===== config.mk =====
export PLATFORM = sky130hd
export DESIGN_NAME = dmac_datapath
export DESIGN_NICKNAME = d
export VERILOG_FILES = /design/src/verilog/dmac_pkg.sv /design/src/verilog/dmac_datapath.sv
export SDC_FILE = /design/constraint.sdc
export NUM_CORES = 2
export LEC_CHECK = 0
export ABC_AREA = 1
export CAP_MARGIN = 40
export CORE_UTILIZATION = 65
export DETAILED_ROUTE_END_ITERATION = 12
export DONT_BUFFER_PORTS = 1
export GPL_ROUTABILITY_DRIVEN = 0
export PLACE_DENSITY_LB_ADDON = 0.05
export SLEW_MARGIN = 20
export SYNTH_ARGS = -nofsm -noshare
export SYNTH_HDL_FRONTEND = slang
export SYNTH_SLANG_ARGS = --single-unit

===== constraint.sdc =====
create_clock -name clk_i -period 37.4 [get_ports clk_i]
set_clock_uncertainty 0.05 [all_clocks]
set_input_delay 5.61 -clock clk_i [delete_from_list [all_inputs] [get_ports clk_i]]
set_output_delay 5.61 -clock clk_i [all_outputs]
set_load 0.02 [all_outputs]

===== src/verilog/dmac_pkg.sv =====
// dmac_pkg: constants, bus offsets and op codes for the mac datapath
// assumes a 32-bit classic wishbone slave and one 125 MHz clock
package dmac_pkg;
	// register word offsets (byte addresses)
	localparam logic [7:0] DMAC_OFS_CONFIG  = 8'h00;
	localparam logic [7:0] DMAC_OFS_TRAPCTL = 8'h04;
	localparam logic [7:0] DMAC_OFS_FLAGS   = 8'h08;
	localparam logic [7:0] DMAC_OFS_ACCA_LO = 8'h0C;
	localparam logic [7:0] DMAC_OFS_ACCA_HI = 8'h10;
	localparam logic [7:0] DMAC_OFS_ACCB_LO = 8'h14;
	localparam logic [7:0] DMAC_OFS_ACCB_HI = 8'h18;
	localparam logic [7:0] DMAC_OFS_WBPTR   = 8'h1C;
	localparam logic [7:0] DMAC_OFS_PRODUCT = 8'h20;
	localparam logic [7:0] DMAC_OFS_WBDATA  = 8'h24;
	// config register field positions
	localparam int DMAC_CFG_FRAC_INT = 0;
	localparam int DMAC_CFG_ROUND    = 1;
	localparam int DMAC_CFG_WIDTH    = 4;
	localparam int DMAC_CFG_CLIP_B   = 6;
	localparam int DMAC_CFG_CLIP_A   = 7;
	localparam int DMAC_CFG_SIGN     = 12;
	localparam logic [15:0] DMAC_CFG_RESET = 16'h0000;
	// trap control field positions
	localparam int DMAC_TRP_FATAL  = 0;
	localparam int DMAC_TRP_GUARDB = 1;
	localparam int DMAC_TRP_GUARDA = 2;
	// flags register field positions (write 1 to clear clip bits)
	localparam int DMAC_FLG_GA   = 0;
	localparam int DMAC_FLG_GB   = 1;
	localparam int DMAC_FLG_CA   = 2;
	localparam int DMAC_FLG_CB   = 3;
	localparam int DMAC_FLG_GANY = 4;
	localparam int DMAC_FLG_CANY = 5;
	localparam int DMAC_FLG_TRAP = 6;
	// saturation values
	localparam logic [39:0] DMAC_MAX40 = 40'h7FFFFFFFFF;
	localparam logic [39:0] DMAC_MIN40 = 40'h8000000000;
	localparam logic [39:0] DMAC_MAX32 = 40'h007FFFFFFF;
	localparam logic [39:0] DMAC_MIN32 = 40'h0080000000;
	localparam logic [15:0] DMAC_HALF  = 16'h8000;
	localparam logic [15:0] DMAC_PTR_STEP = 16'h0002;
	// operations issued by the decoder
	typedef enum logic [3:0] {
		DMAC_OP_NONE    = 4'h0,
		DMAC_OP_MAC     = 4'h1,
		DMAC_OP_MSC     = 4'h2,
		DMAC_OP_MPY     = 4'h3,
		DMAC_OP_MPYN    = 4'h4,
		DMAC_OP_ED      = 4'h5,
		DMAC_OP_DISTANCE_SQUARE_ACC_OP    = 4'h6,
		DMAC_OP_ADD     = 4'h7,
		DMAC_OP_LAC     = 4'h8,
		DMAC_OP_SAC     = 4'h9,
		DMAC_OP_SACR    = 4'hA,
		DMAC_OP_IMUL    = 4'hB,
		DMAC_OP_CLR     = 4'hC
	} dmac_op_t;
	// write-back destinations
	typedef enum logic [1:0] {
		DMAC_WB_NONE = 2'h0,
		DMAC_WB_REG  = 2'h1,
		DMAC_WB_IND  = 2'h2
	} dmac_wb_t;
endpackage


===== src/verilog/dmac_datapath.sv =====
// dmac_datapath: multiply-accumulate datapath with two 40-bit accumulators
// assumes the decoder pulses op_valid_i for one cycle per operation and a
// classic wishbone master for configuration and status
//
// Local design decisions: the Wishbone register port and the register offsets.
`timescale 1ns/100ps

// What this block does
// - widen operands to 17 bits by sign
// - 33-bit product sign-extended to 40 bits
// - fractional gives 1.31, integer plain product
// - integer multiply: byte 16-bit, word 32-bit
// - adder reads and writes selected accumulator
// - add and load take pre-shifted operand
// - add true carry, subtract complement borrow
// - guard flag set when bits 39..32 differ
// - combined guard and clip bits are ORs
// - guard flag with enable raises trap
// - clip flag sticky, software clears only
// - clip disabled: flag bit 39, fatal trap
// - 9.31 clip loads 40-bit extremes
// - 1.31 clip loads 1.31 extremes
// - 1.31 clipping never sets guard flags
// - clip disabled keeps raw result
// - clip logic uses result, flags, enables, width
// - mac class writes non-target high word
// - write-back to pointer or indirect plus two
// - no rounding truncates low word
// - conventional: increment when low word >= 8000
// - convergent: tie uses accumulator bit 16
// - store trunc/round; mac write-back always rounded
// - width select one: 9.31, zero: 1.31
// - round select one conventional, zero convergent
// - sign select one unsigned, zero signed
// - format select one integer, zero fractional
module dmac_datapath (
	// clock and reset
	input  wire logic                   clk_i,
	input  wire logic                   rst_n_i,
	// wishbone slave
	input  wire logic                   wb_cyc_i,
	input  wire logic                   wb_stb_i,
	input  wire logic                   wb_we_i,
	input  wire logic [7:0]             wb_adr_i,
	input  wire logic [3:0]             wb_sel_i,
	input  wire logic [31:0]            wb_dat_i,
	output logic      [31:0]            wb_dat_o,
	output logic                        wb_ack_o,
	// decoder operation
	input  wire logic                   op_valid_i,
	input  wire dmac_pkg::dmac_op_t     op_code_i,
	input  wire logic                   op_target_b_i,
	input  wire logic                   op_byte_i,
	input  wire logic                   op_zero_acc_i,
	input  wire logic                   op_round_i,
	input  wire dmac_pkg::dmac_wb_t     op_wb_mode_i,
	input  wire logic [15:0]            op_x_i,
	input  wire logic [15:0]            op_y_i,
	input  wire logic [39:0]            op_shifted_i,
	// results to register array and data space
	output logic [31:0]                 int_product_o,
	output logic                        int_product_vld_o,
	output logic [15:0]                 store_data_o,
	output logic [15:0]                 store_addr_o,
	output logic                        store_vld_o,
	output logic [15:0]                 writeback_pointer_reg_o,
	output logic                        arith_trap_o
);
	import dmac_pkg::*;

	logic [15:0] core_config_reg;
	logic [2:0]  trap_control_reg;
	logic [39:0] acc_a;
	logic [39:0] acc_b;
	logic        guard_overflow_a;
	logic        guard_overflow_b;
	logic        clip_flag_a;
	logic        clip_flag_b;
	logic [15:0] writeback_pointer_reg;

	// round a 40-bit accumulator to a 1.15 word
	function automatic logic [15:0] round_word(input logic [39:0] acc, input logic conv);
		logic [15:0] hi;
		logic [15:0] lo;
		logic        inc;
		hi  = acc[31:16];
		lo  = acc[15:0];
		inc = lo[15];
		if (conv && lo == DMAC_HALF)
			inc = acc[16];
		round_word = hi + {15'h0000, inc};
	endfunction

	// widen an operand to 17 bits
	function automatic logic [16:0] widen(input logic [15:0] v, input logic uns);
		widen = {uns ? 1'b0 : v[15], v};
	endfunction

	// configuration decode
	wire logic acc_a_clip_en     = core_config_reg[DMAC_CFG_CLIP_A];
	wire logic acc_b_clip_en     = core_config_reg[DMAC_CFG_CLIP_B];
	wire logic clip_width_sel    = core_config_reg[DMAC_CFG_WIDTH];
	wire logic round_style_sel   = core_config_reg[DMAC_CFG_ROUND];
	wire logic product_sign_sel  = core_config_reg[DMAC_CFG_SIGN];
	wire logic product_int_sel   = core_config_reg[DMAC_CFG_FRAC_INT];
	wire logic fatal_overflow_trap_en = trap_control_reg[DMAC_TRP_FATAL];
	wire logic guard_trap_en_a   = trap_control_reg[DMAC_TRP_GUARDA];
	wire logic guard_trap_en_b   = trap_control_reg[DMAC_TRP_GUARDB];

	// multiplier and scaler
	wire logic        is_ed   = (op_code_i == DMAC_OP_ED) || (op_code_i == DMAC_OP_DISTANCE_SQUARE_ACC_OP);
	wire logic [15:0] diff    = op_x_i - op_y_i;
	wire logic [15:0] mul_a   = is_ed ? diff : op_x_i;
	wire logic [15:0] mul_b   = is_ed ? diff : op_y_i;
	wire logic [16:0] wide_a  = widen(mul_a, product_sign_sel);
	wire logic [16:0] wide_b  = widen(mul_b, product_sign_sel);
	wire logic [33:0] raw_prd = 34'($signed(wide_a) * $signed(wide_b));
	wire logic [32:0] prod33  = product_int_sel ? raw_prd[32:0]
	                                            : {raw_prd[31:0], 1'b0};
	wire logic [39:0] prod40  = {{7{prod33[32]}}, prod33};

	// integer multiply path for the register array
	wire logic [16:0] ia      = widen(op_byte_i ? {8'h00, op_x_i[7:0]} : op_x_i, product_sign_sel);
	wire logic [16:0] ib      = widen(op_byte_i ? {8'h00, op_y_i[7:0]} : op_y_i, product_sign_sel);
	wire logic [33:0] iprd    = 34'($signed(ia) * $signed(ib));
	wire logic [31:0] imul    = op_byte_i ? {16'h0000, iprd[15:0]} : iprd[31:0];

	// adder operand selection
	wire logic [39:0] src_acc = op_target_b_i ? acc_b : acc_a;
	wire logic        use_shift = (op_code_i == DMAC_OP_ADD) || (op_code_i == DMAC_OP_LAC);
	wire logic        subtract  = (op_code_i == DMAC_OP_MSC) || (op_code_i == DMAC_OP_MPYN);
	wire logic        no_acc    = op_zero_acc_i || (op_code_i == DMAC_OP_MPY) ||
	                              (op_code_i == DMAC_OP_MPYN) || (op_code_i == DMAC_OP_ED) ||
	                              (op_code_i == DMAC_OP_LAC) || (op_code_i == DMAC_OP_CLR);
	wire logic        is_clr    = (op_code_i == DMAC_OP_CLR);
	wire logic [39:0] operand   = is_clr ? 40'h0000000000
	                            : (use_shift ? op_shifted_i : prod40);
	wire logic [39:0] add_a     = no_acc ? 40'h0000000000 : src_acc;
	wire logic [39:0] add_b     = subtract ? ~operand : operand;
	wire logic        carry_in  = subtract;
	wire logic [40:0] sum41     = {1'b0, add_a} + {1'b0, add_b} + {40'h0000000000, carry_in};
	wire logic [39:0] sum       = sum41[39:0];
	wire logic        uses_adder = op_valid_i && (op_code_i != DMAC_OP_NONE) &&
	                               (op_code_i != DMAC_OP_SAC) && (op_code_i != DMAC_OP_SACR) &&
	                               (op_code_i != DMAC_OP_IMUL);

	// overflow detection: bit 39 by operand and result signs, bit 31 by upper nine bits
	wire logic ov39  = (add_a[39] == add_b[39]) && (sum[39] != add_a[39]);
	wire logic ov31  = ~((&sum[39:31]) | ~(|sum[39:31]));
	wire logic guard = ~((&sum[39:32]) | ~(|sum[39:32]));
	wire logic clip_en  = op_target_b_i ? acc_b_clip_en : acc_a_clip_en;
	wire logic negative = ov39 ? add_a[39] : sum[39];

	// clip decision and value
	wire logic sat31   = clip_en && !clip_width_sel && (ov31 || ov39);
	wire logic sat39   = clip_en && clip_width_sel && ov39;
	wire logic clip_ev = clip_en ? (sat31 || sat39) : ov39;
	wire logic [39:0] result = sat39 ? (negative ? DMAC_MIN40 : DMAC_MAX40)
	                         : sat31 ? (negative ? DMAC_MIN32 : DMAC_MAX32)
	                         : sum;
	wire logic guard_ev = guard && !(clip_en && !clip_width_sel);

	// write-back of the non-target accumulator
	wire logic        is_mac_cls = (op_code_i == DMAC_OP_MAC) || (op_code_i == DMAC_OP_MSC) ||
	                               (op_code_i == DMAC_OP_CLR);
	wire logic        do_wb      = op_valid_i && is_mac_cls && (op_wb_mode_i != DMAC_WB_NONE);
	wire logic [39:0] other_acc  = op_target_b_i ? acc_a : acc_b;
	wire logic [15:0] wb_word    = round_word(other_acc, !round_style_sel);
	wire logic        is_store   = op_valid_i &&
	                               ((op_code_i == DMAC_OP_SAC) || (op_code_i == DMAC_OP_SACR));
	wire logic        st_round   = (op_code_i == DMAC_OP_SACR) || op_round_i;
	wire logic [15:0] st_word    = st_round ? round_word(src_acc, !round_style_sel)
	                                        : src_acc[31:16];

	// wishbone decode
	wire logic        bus_req  = wb_cyc_i && wb_stb_i && !wb_ack_o;
	wire logic        bus_wr   = bus_req && wb_we_i && wb_sel_i[0];
	wire logic        wr_cfg   = bus_wr && (wb_adr_i == DMAC_OFS_CONFIG);
	wire logic        wr_trap  = bus_wr && (wb_adr_i == DMAC_OFS_TRAPCTL);
	wire logic        wr_flag  = bus_wr && (wb_adr_i == DMAC_OFS_FLAGS);
	wire logic        wr_ptr   = bus_wr && (wb_adr_i == DMAC_OFS_WBPTR);
	wire logic        clr_ca   = wr_flag && wb_dat_i[DMAC_FLG_CA];
	wire logic        clr_cb   = wr_flag && wb_dat_i[DMAC_FLG_CB];
	wire logic        any_guard_overflow = guard_overflow_a | guard_overflow_b;
	wire logic        any_clip_flag      = clip_flag_a | clip_flag_b;
	logic [31:0]      rd_mux;
	always_comb begin
		rd_mux = 32'h00000000;
		unique case (wb_adr_i)
			DMAC_OFS_CONFIG:  rd_mux = {16'h0000, core_config_reg};
			DMAC_OFS_TRAPCTL: rd_mux = {29'h00000000, trap_control_reg};
			DMAC_OFS_FLAGS:   rd_mux = {25'h0000000, arith_trap_o, any_clip_flag,
			                            any_guard_overflow, clip_flag_b, clip_flag_a,
			                            guard_overflow_b, guard_overflow_a};
			DMAC_OFS_ACCA_LO: rd_mux = acc_a[31:0];
			DMAC_OFS_ACCA_HI: rd_mux = {24'h000000, acc_a[39:32]};
			DMAC_OFS_ACCB_LO: rd_mux = acc_b[31:0];
			DMAC_OFS_ACCB_HI: rd_mux = {24'h000000, acc_b[39:32]};
			DMAC_OFS_WBPTR:   rd_mux = {16'h0000, writeback_pointer_reg};
			DMAC_OFS_PRODUCT: rd_mux = int_product_o;
			DMAC_OFS_WBDATA:  rd_mux = {16'h0000, store_data_o};
			default:          rd_mux = 32'h00000000;
		endcase
	end

	// next accumulator and flag values
	wire logic upd_a = uses_adder && !op_target_b_i;
	wire logic upd_b = uses_adder && op_target_b_i;
	wire logic next_ga = upd_a ? guard_ev : guard_overflow_a;
	wire logic next_gb = upd_b ? guard_ev : guard_overflow_b;
	wire logic set_ca  = upd_a && clip_ev;
	wire logic set_cb  = upd_b && clip_ev;
	wire logic next_trap = (guard_trap_en_a && next_ga && !guard_overflow_a) ||
	                       (guard_trap_en_b && next_gb && !guard_overflow_b) ||
	                       (fatal_overflow_trap_en && (set_ca || set_cb) && !clip_en);

	// bus slave registers
	always_ff @(posedge clk_i) begin
		if (!rst_n_i) begin
			wb_ack_o         <= 1'b0;
			wb_dat_o         <= 32'h00000000;
			core_config_reg  <= DMAC_CFG_RESET;
			trap_control_reg <= 3'h0;
		end else begin
			wb_ack_o <= bus_req;
			wb_dat_o <= bus_req ? rd_mux : 32'h00000000;
			if (wr_cfg)
				core_config_reg <= wb_dat_i[15:0];
			if (wr_trap)
				trap_control_reg <= wb_dat_i[2:0];
		end
	end

	// accumulators and status flags; a set wins over a software clear
	always_ff @(posedge clk_i) begin
		if (!rst_n_i) begin
			acc_a            <= 40'h0000000000;
			acc_b            <= 40'h0000000000;
			guard_overflow_a <= 1'b0;
			guard_overflow_b <= 1'b0;
			clip_flag_a      <= 1'b0;
			clip_flag_b      <= 1'b0;
			arith_trap_o     <= 1'b0;
		end else begin
			if (upd_a)
				acc_a <= result;
			if (upd_b)
				acc_b <= result;
			guard_overflow_a <= next_ga;
			guard_overflow_b <= next_gb;
			clip_flag_a      <= set_ca | (clip_flag_a & ~clr_ca);
			clip_flag_b      <= set_cb | (clip_flag_b & ~clr_cb);
			arith_trap_o     <= next_trap;
		end
	end

	// results, store and write-back
	always_ff @(posedge clk_i) begin
		if (!rst_n_i) begin
			int_product_o         <= 32'h00000000;
			int_product_vld_o     <= 1'b0;
			store_data_o          <= 16'h0000;
			store_addr_o          <= 16'h0000;
			store_vld_o           <= 1'b0;
			writeback_pointer_reg <= 16'h0000;
		end else begin
			int_product_vld_o <= op_valid_i && (op_code_i == DMAC_OP_IMUL);
			if (op_valid_i && (op_code_i == DMAC_OP_IMUL))
				int_product_o <= imul;
			store_vld_o <= is_store || (do_wb && op_wb_mode_i == DMAC_WB_IND);
			if (is_store) begin
				store_data_o <= st_word;
				store_addr_o <= writeback_pointer_reg;
			end else if (do_wb) begin
				store_data_o <= wb_word;
				store_addr_o <= writeback_pointer_reg;
			end
			if (do_wb && op_wb_mode_i == DMAC_WB_REG)
				writeback_pointer_reg <= wb_word;
			else if (do_wb && op_wb_mode_i == DMAC_WB_IND)
				writeback_pointer_reg <= writeback_pointer_reg + DMAC_PTR_STEP;
			else if (wr_ptr)
				writeback_pointer_reg <= wb_dat_i[15:0];
		end
	end

	// pointer mirror for the register array
	always_ff @(posedge clk_i) begin
		if (!rst_n_i)
			writeback_pointer_reg_o <= 16'h0000;
		else
			writeback_pointer_reg_o <= writeback_pointer_reg;
	end
endmodule


==> flow_metrics.tcl <==
set metrics [dict create \
    status "completed" \
    period_needed_ps 18320 \
    port_buffers 0 \
    fmax_mhz 54.6 \
    track_usage_pct 39.2 \
    path_max_fanout 62 \
    drv_cap 0 \
    ant_nets 0 \
    clock_sinks 235 \
    grt_overflow_total 0 \
    final_area_sq_um 38800 \
    placed_cells 5636 \
    max_stage_delay_ps 700 \
    tightest_slew_ps 893 \
    reg.largest.list "acc_a (40), acc_b (40)" \
    worst-setup-path-type "in -> reg" \
    synth_top_family_by_area "adder cells" \
    dpl-instance-area_sq_um 37700 \
    synth_seq_cells 235 \
    core.rowCount 87 \
    fin_crit_sh_pct 49.0 \
    layout_common_cells "inv_1 (1077), nand2_1 (885), fa_1 (574)" \
    routedLengthMet1_um 44800 \
    cts_setup_buffers 0 \
    cts_max_path_buffers 3 \
    first_pass_iters 7 \
    grt_pass1_wl_um 175000 \
    avgSynthCellArea_sq_um 7.41 \
    drtIter0Drc 3819 \
    worst_setup_path_end_kind "register" \
    grt_max_degree 119 \
    synthArstFlopShare_pct 0 \
    fillCellCount 4922 \
    crit_slowest_cell "nor2_1" \
    wl_met3_um 14600 \
    synth_edf_count 0 \
    h-tree-depth 1 \
    final_common_cell "inv_1" \
    post_synth_and_or_nand_nor_area_fraction_pct 19.5 \
    final.setup.worst_slack_ps 19080 \
    cp-startpoint "op_x_i[0]" \
    hold_start "writeback_pointer_reg[8]" \
    cts_tree "built" \
    root_buffer "clkbuf_16" \
    die_x_um 241 \
    ys_seq_area_share_pct 12.7 \
    netlist_instances 5004 \
    ys_warn_count 0 \
    clkTransAtPathRegs_ps 60 \
    wl_um 112000 \
    hp-class "reg -> reg" \
    topRoutingLayerUsed "met4" \
    worst_r2r_startpoint "core_config_reg[12]" \
    hold_viol 0 \
    wl_per_cell_um 19.7 \
    layout.nets 5857 \
    ioPinCount 248 \
    yosys.area_share.xor_xnor_pct 3.66 \
    syn_to_final_growth_pct 4.75 \
    vias 33074 \
    relSlewSlack_pct 39.9 \
    antenna_found_initial 0 \
    worstPathRequired_ps 37770 \
    pre_cts_ws_ps 18790 \
    rsz0062_at_grt "no" \
    initial_core_util_pct 65.8 \
    synth-compound-area-share_pct 12.0 \
    die_h_um 241 \
    die_area_sq_um 58000 \
    hold_buffers 0 \
    muxShareOfSynthArea_pct 0 \
    grt_pass1_vias 31744 \
    drc 0 \
    synthAdderAreaFrac_pct 38.8 \
    critPathLaunchType "primary input" \
    finalSetupViolations 0 \
    timing.setup.tns_ps 0 \
    cts_resized 0 \
    stdcell_count 5696 \
    ys.flop_type "dfxtp_1" \
    syn_area_sq_um 37100 \
    vias_per_cell 5.81 \
    synth.distinct_cells 63 \
    cts_buffers 26 \
    clock_latency_ps 530 \
    route.met2.wl_um 49300 \
    drive_gt1_share_pct 3.71 \
    dp_hpwl_um 91500 \
    slew_violations 0 \
    crit_arrival_ps 18690 \
    synthesis.nets 5942 \
    coreArea_sq_um 56400 \
]
## path summary, 6_finish.rpt
path	end	cells past startpoint	slack, ps
setup / recovery	acc_b[23]	56	19080
hold / removal	writeback_pointer_reg_o[8]	2	400
setup reg to reg	acc_b[23]	44	26320
hold reg to reg	writeback_pointer_reg_o[8]	2	400
## kinds of logic after synthesis
kind of cell | count (synthesis)
buffers and inverters | 1283
XOR/XNOR | 155
adder cells (fa/ha/maj) | 806
AND/OR/NAND/NOR | 1757
AO/OA/AOI/OAI | 768
flip-flops | 235
## worst max-delay path, delay by kind of cell
family          cells  cell delay (ps)
compound gates      5             1110
xor+xnor            3             1170
fa+ha+maj           9             4130
buf+inv            12             1850
simple gates       27             4760
## metrics by stage
stage | hold slack [ps] | util (%)
floorplan | 367 | -
global placement | 382 | 66.6
detailed placement | 385 | 66.9
CTS | 395 | 68.7
global route | 409 | 68.9
finish | 395 | 68.9
## layer usage
metal | track usage [%] | vias to the layer above
met5 | 0 | -
met4 | 9.95 | 0
met3 | 10.1 | 221
met2 | 61.0 | 1702
met1 | 54.7 | 15894
li1 | - | 15257
## Yosys cell counts, types with 17 or more instances
cell type | number | share of area [%]
a221oi_1 | 31 | 0.73
inv_1 | 1078 | 11
xnor2_1 | 55 | 1.3
nand3_1 | 182 | 2.5
a21oi_1 | 298 | 4.0
ha_1 | 232 | 7.8
nor4_1 | 17 | 0.29
dfxtp_1 | 235 | 13
o21ai_0 | 227 | 3.1
o221ai_1 | 21 | 0.50
nand4_1 | 22 | 0.37
nor3_1 | 30 | 0.40
clkinv_1 | 19 | 0.19
o22ai_1 | 18 | 0.30
a31oi_1 | 45 | 0.76
nor2_1 | 558 | 5.6
nand2_1 | 886 | 9.0
clkbuf_1 | 143 | 1.4
fa_1 | 574 | 31
nand2_2 | 18 | 0.30
xor2_1 | 100 | 2.4
## cell type report
| cell class | instances | area (sq um) | area share [%] |
|---|---|---|---|
| inverters | 1103 | 4140 | 10.7 |
| well taps | 756 | 946 | 2.44 |
| multi-input cells | 3486 | 27500 | 70.7 |
| flip-flops and latches | 235 | 4700 | 12.1 |
| clock buffers | 31 | 711 | 1.83 |
| repair buffers | 67 | 549 | 1.41 |
| clock inverters | 17 | 323 | 0.831 |
| diodes | 1 | 2.50 | 0.00644 |
Power is left out: the tool's default activity adds up to more than one toggle a clock period on the data nets, which glitch-free logic cannot reach.
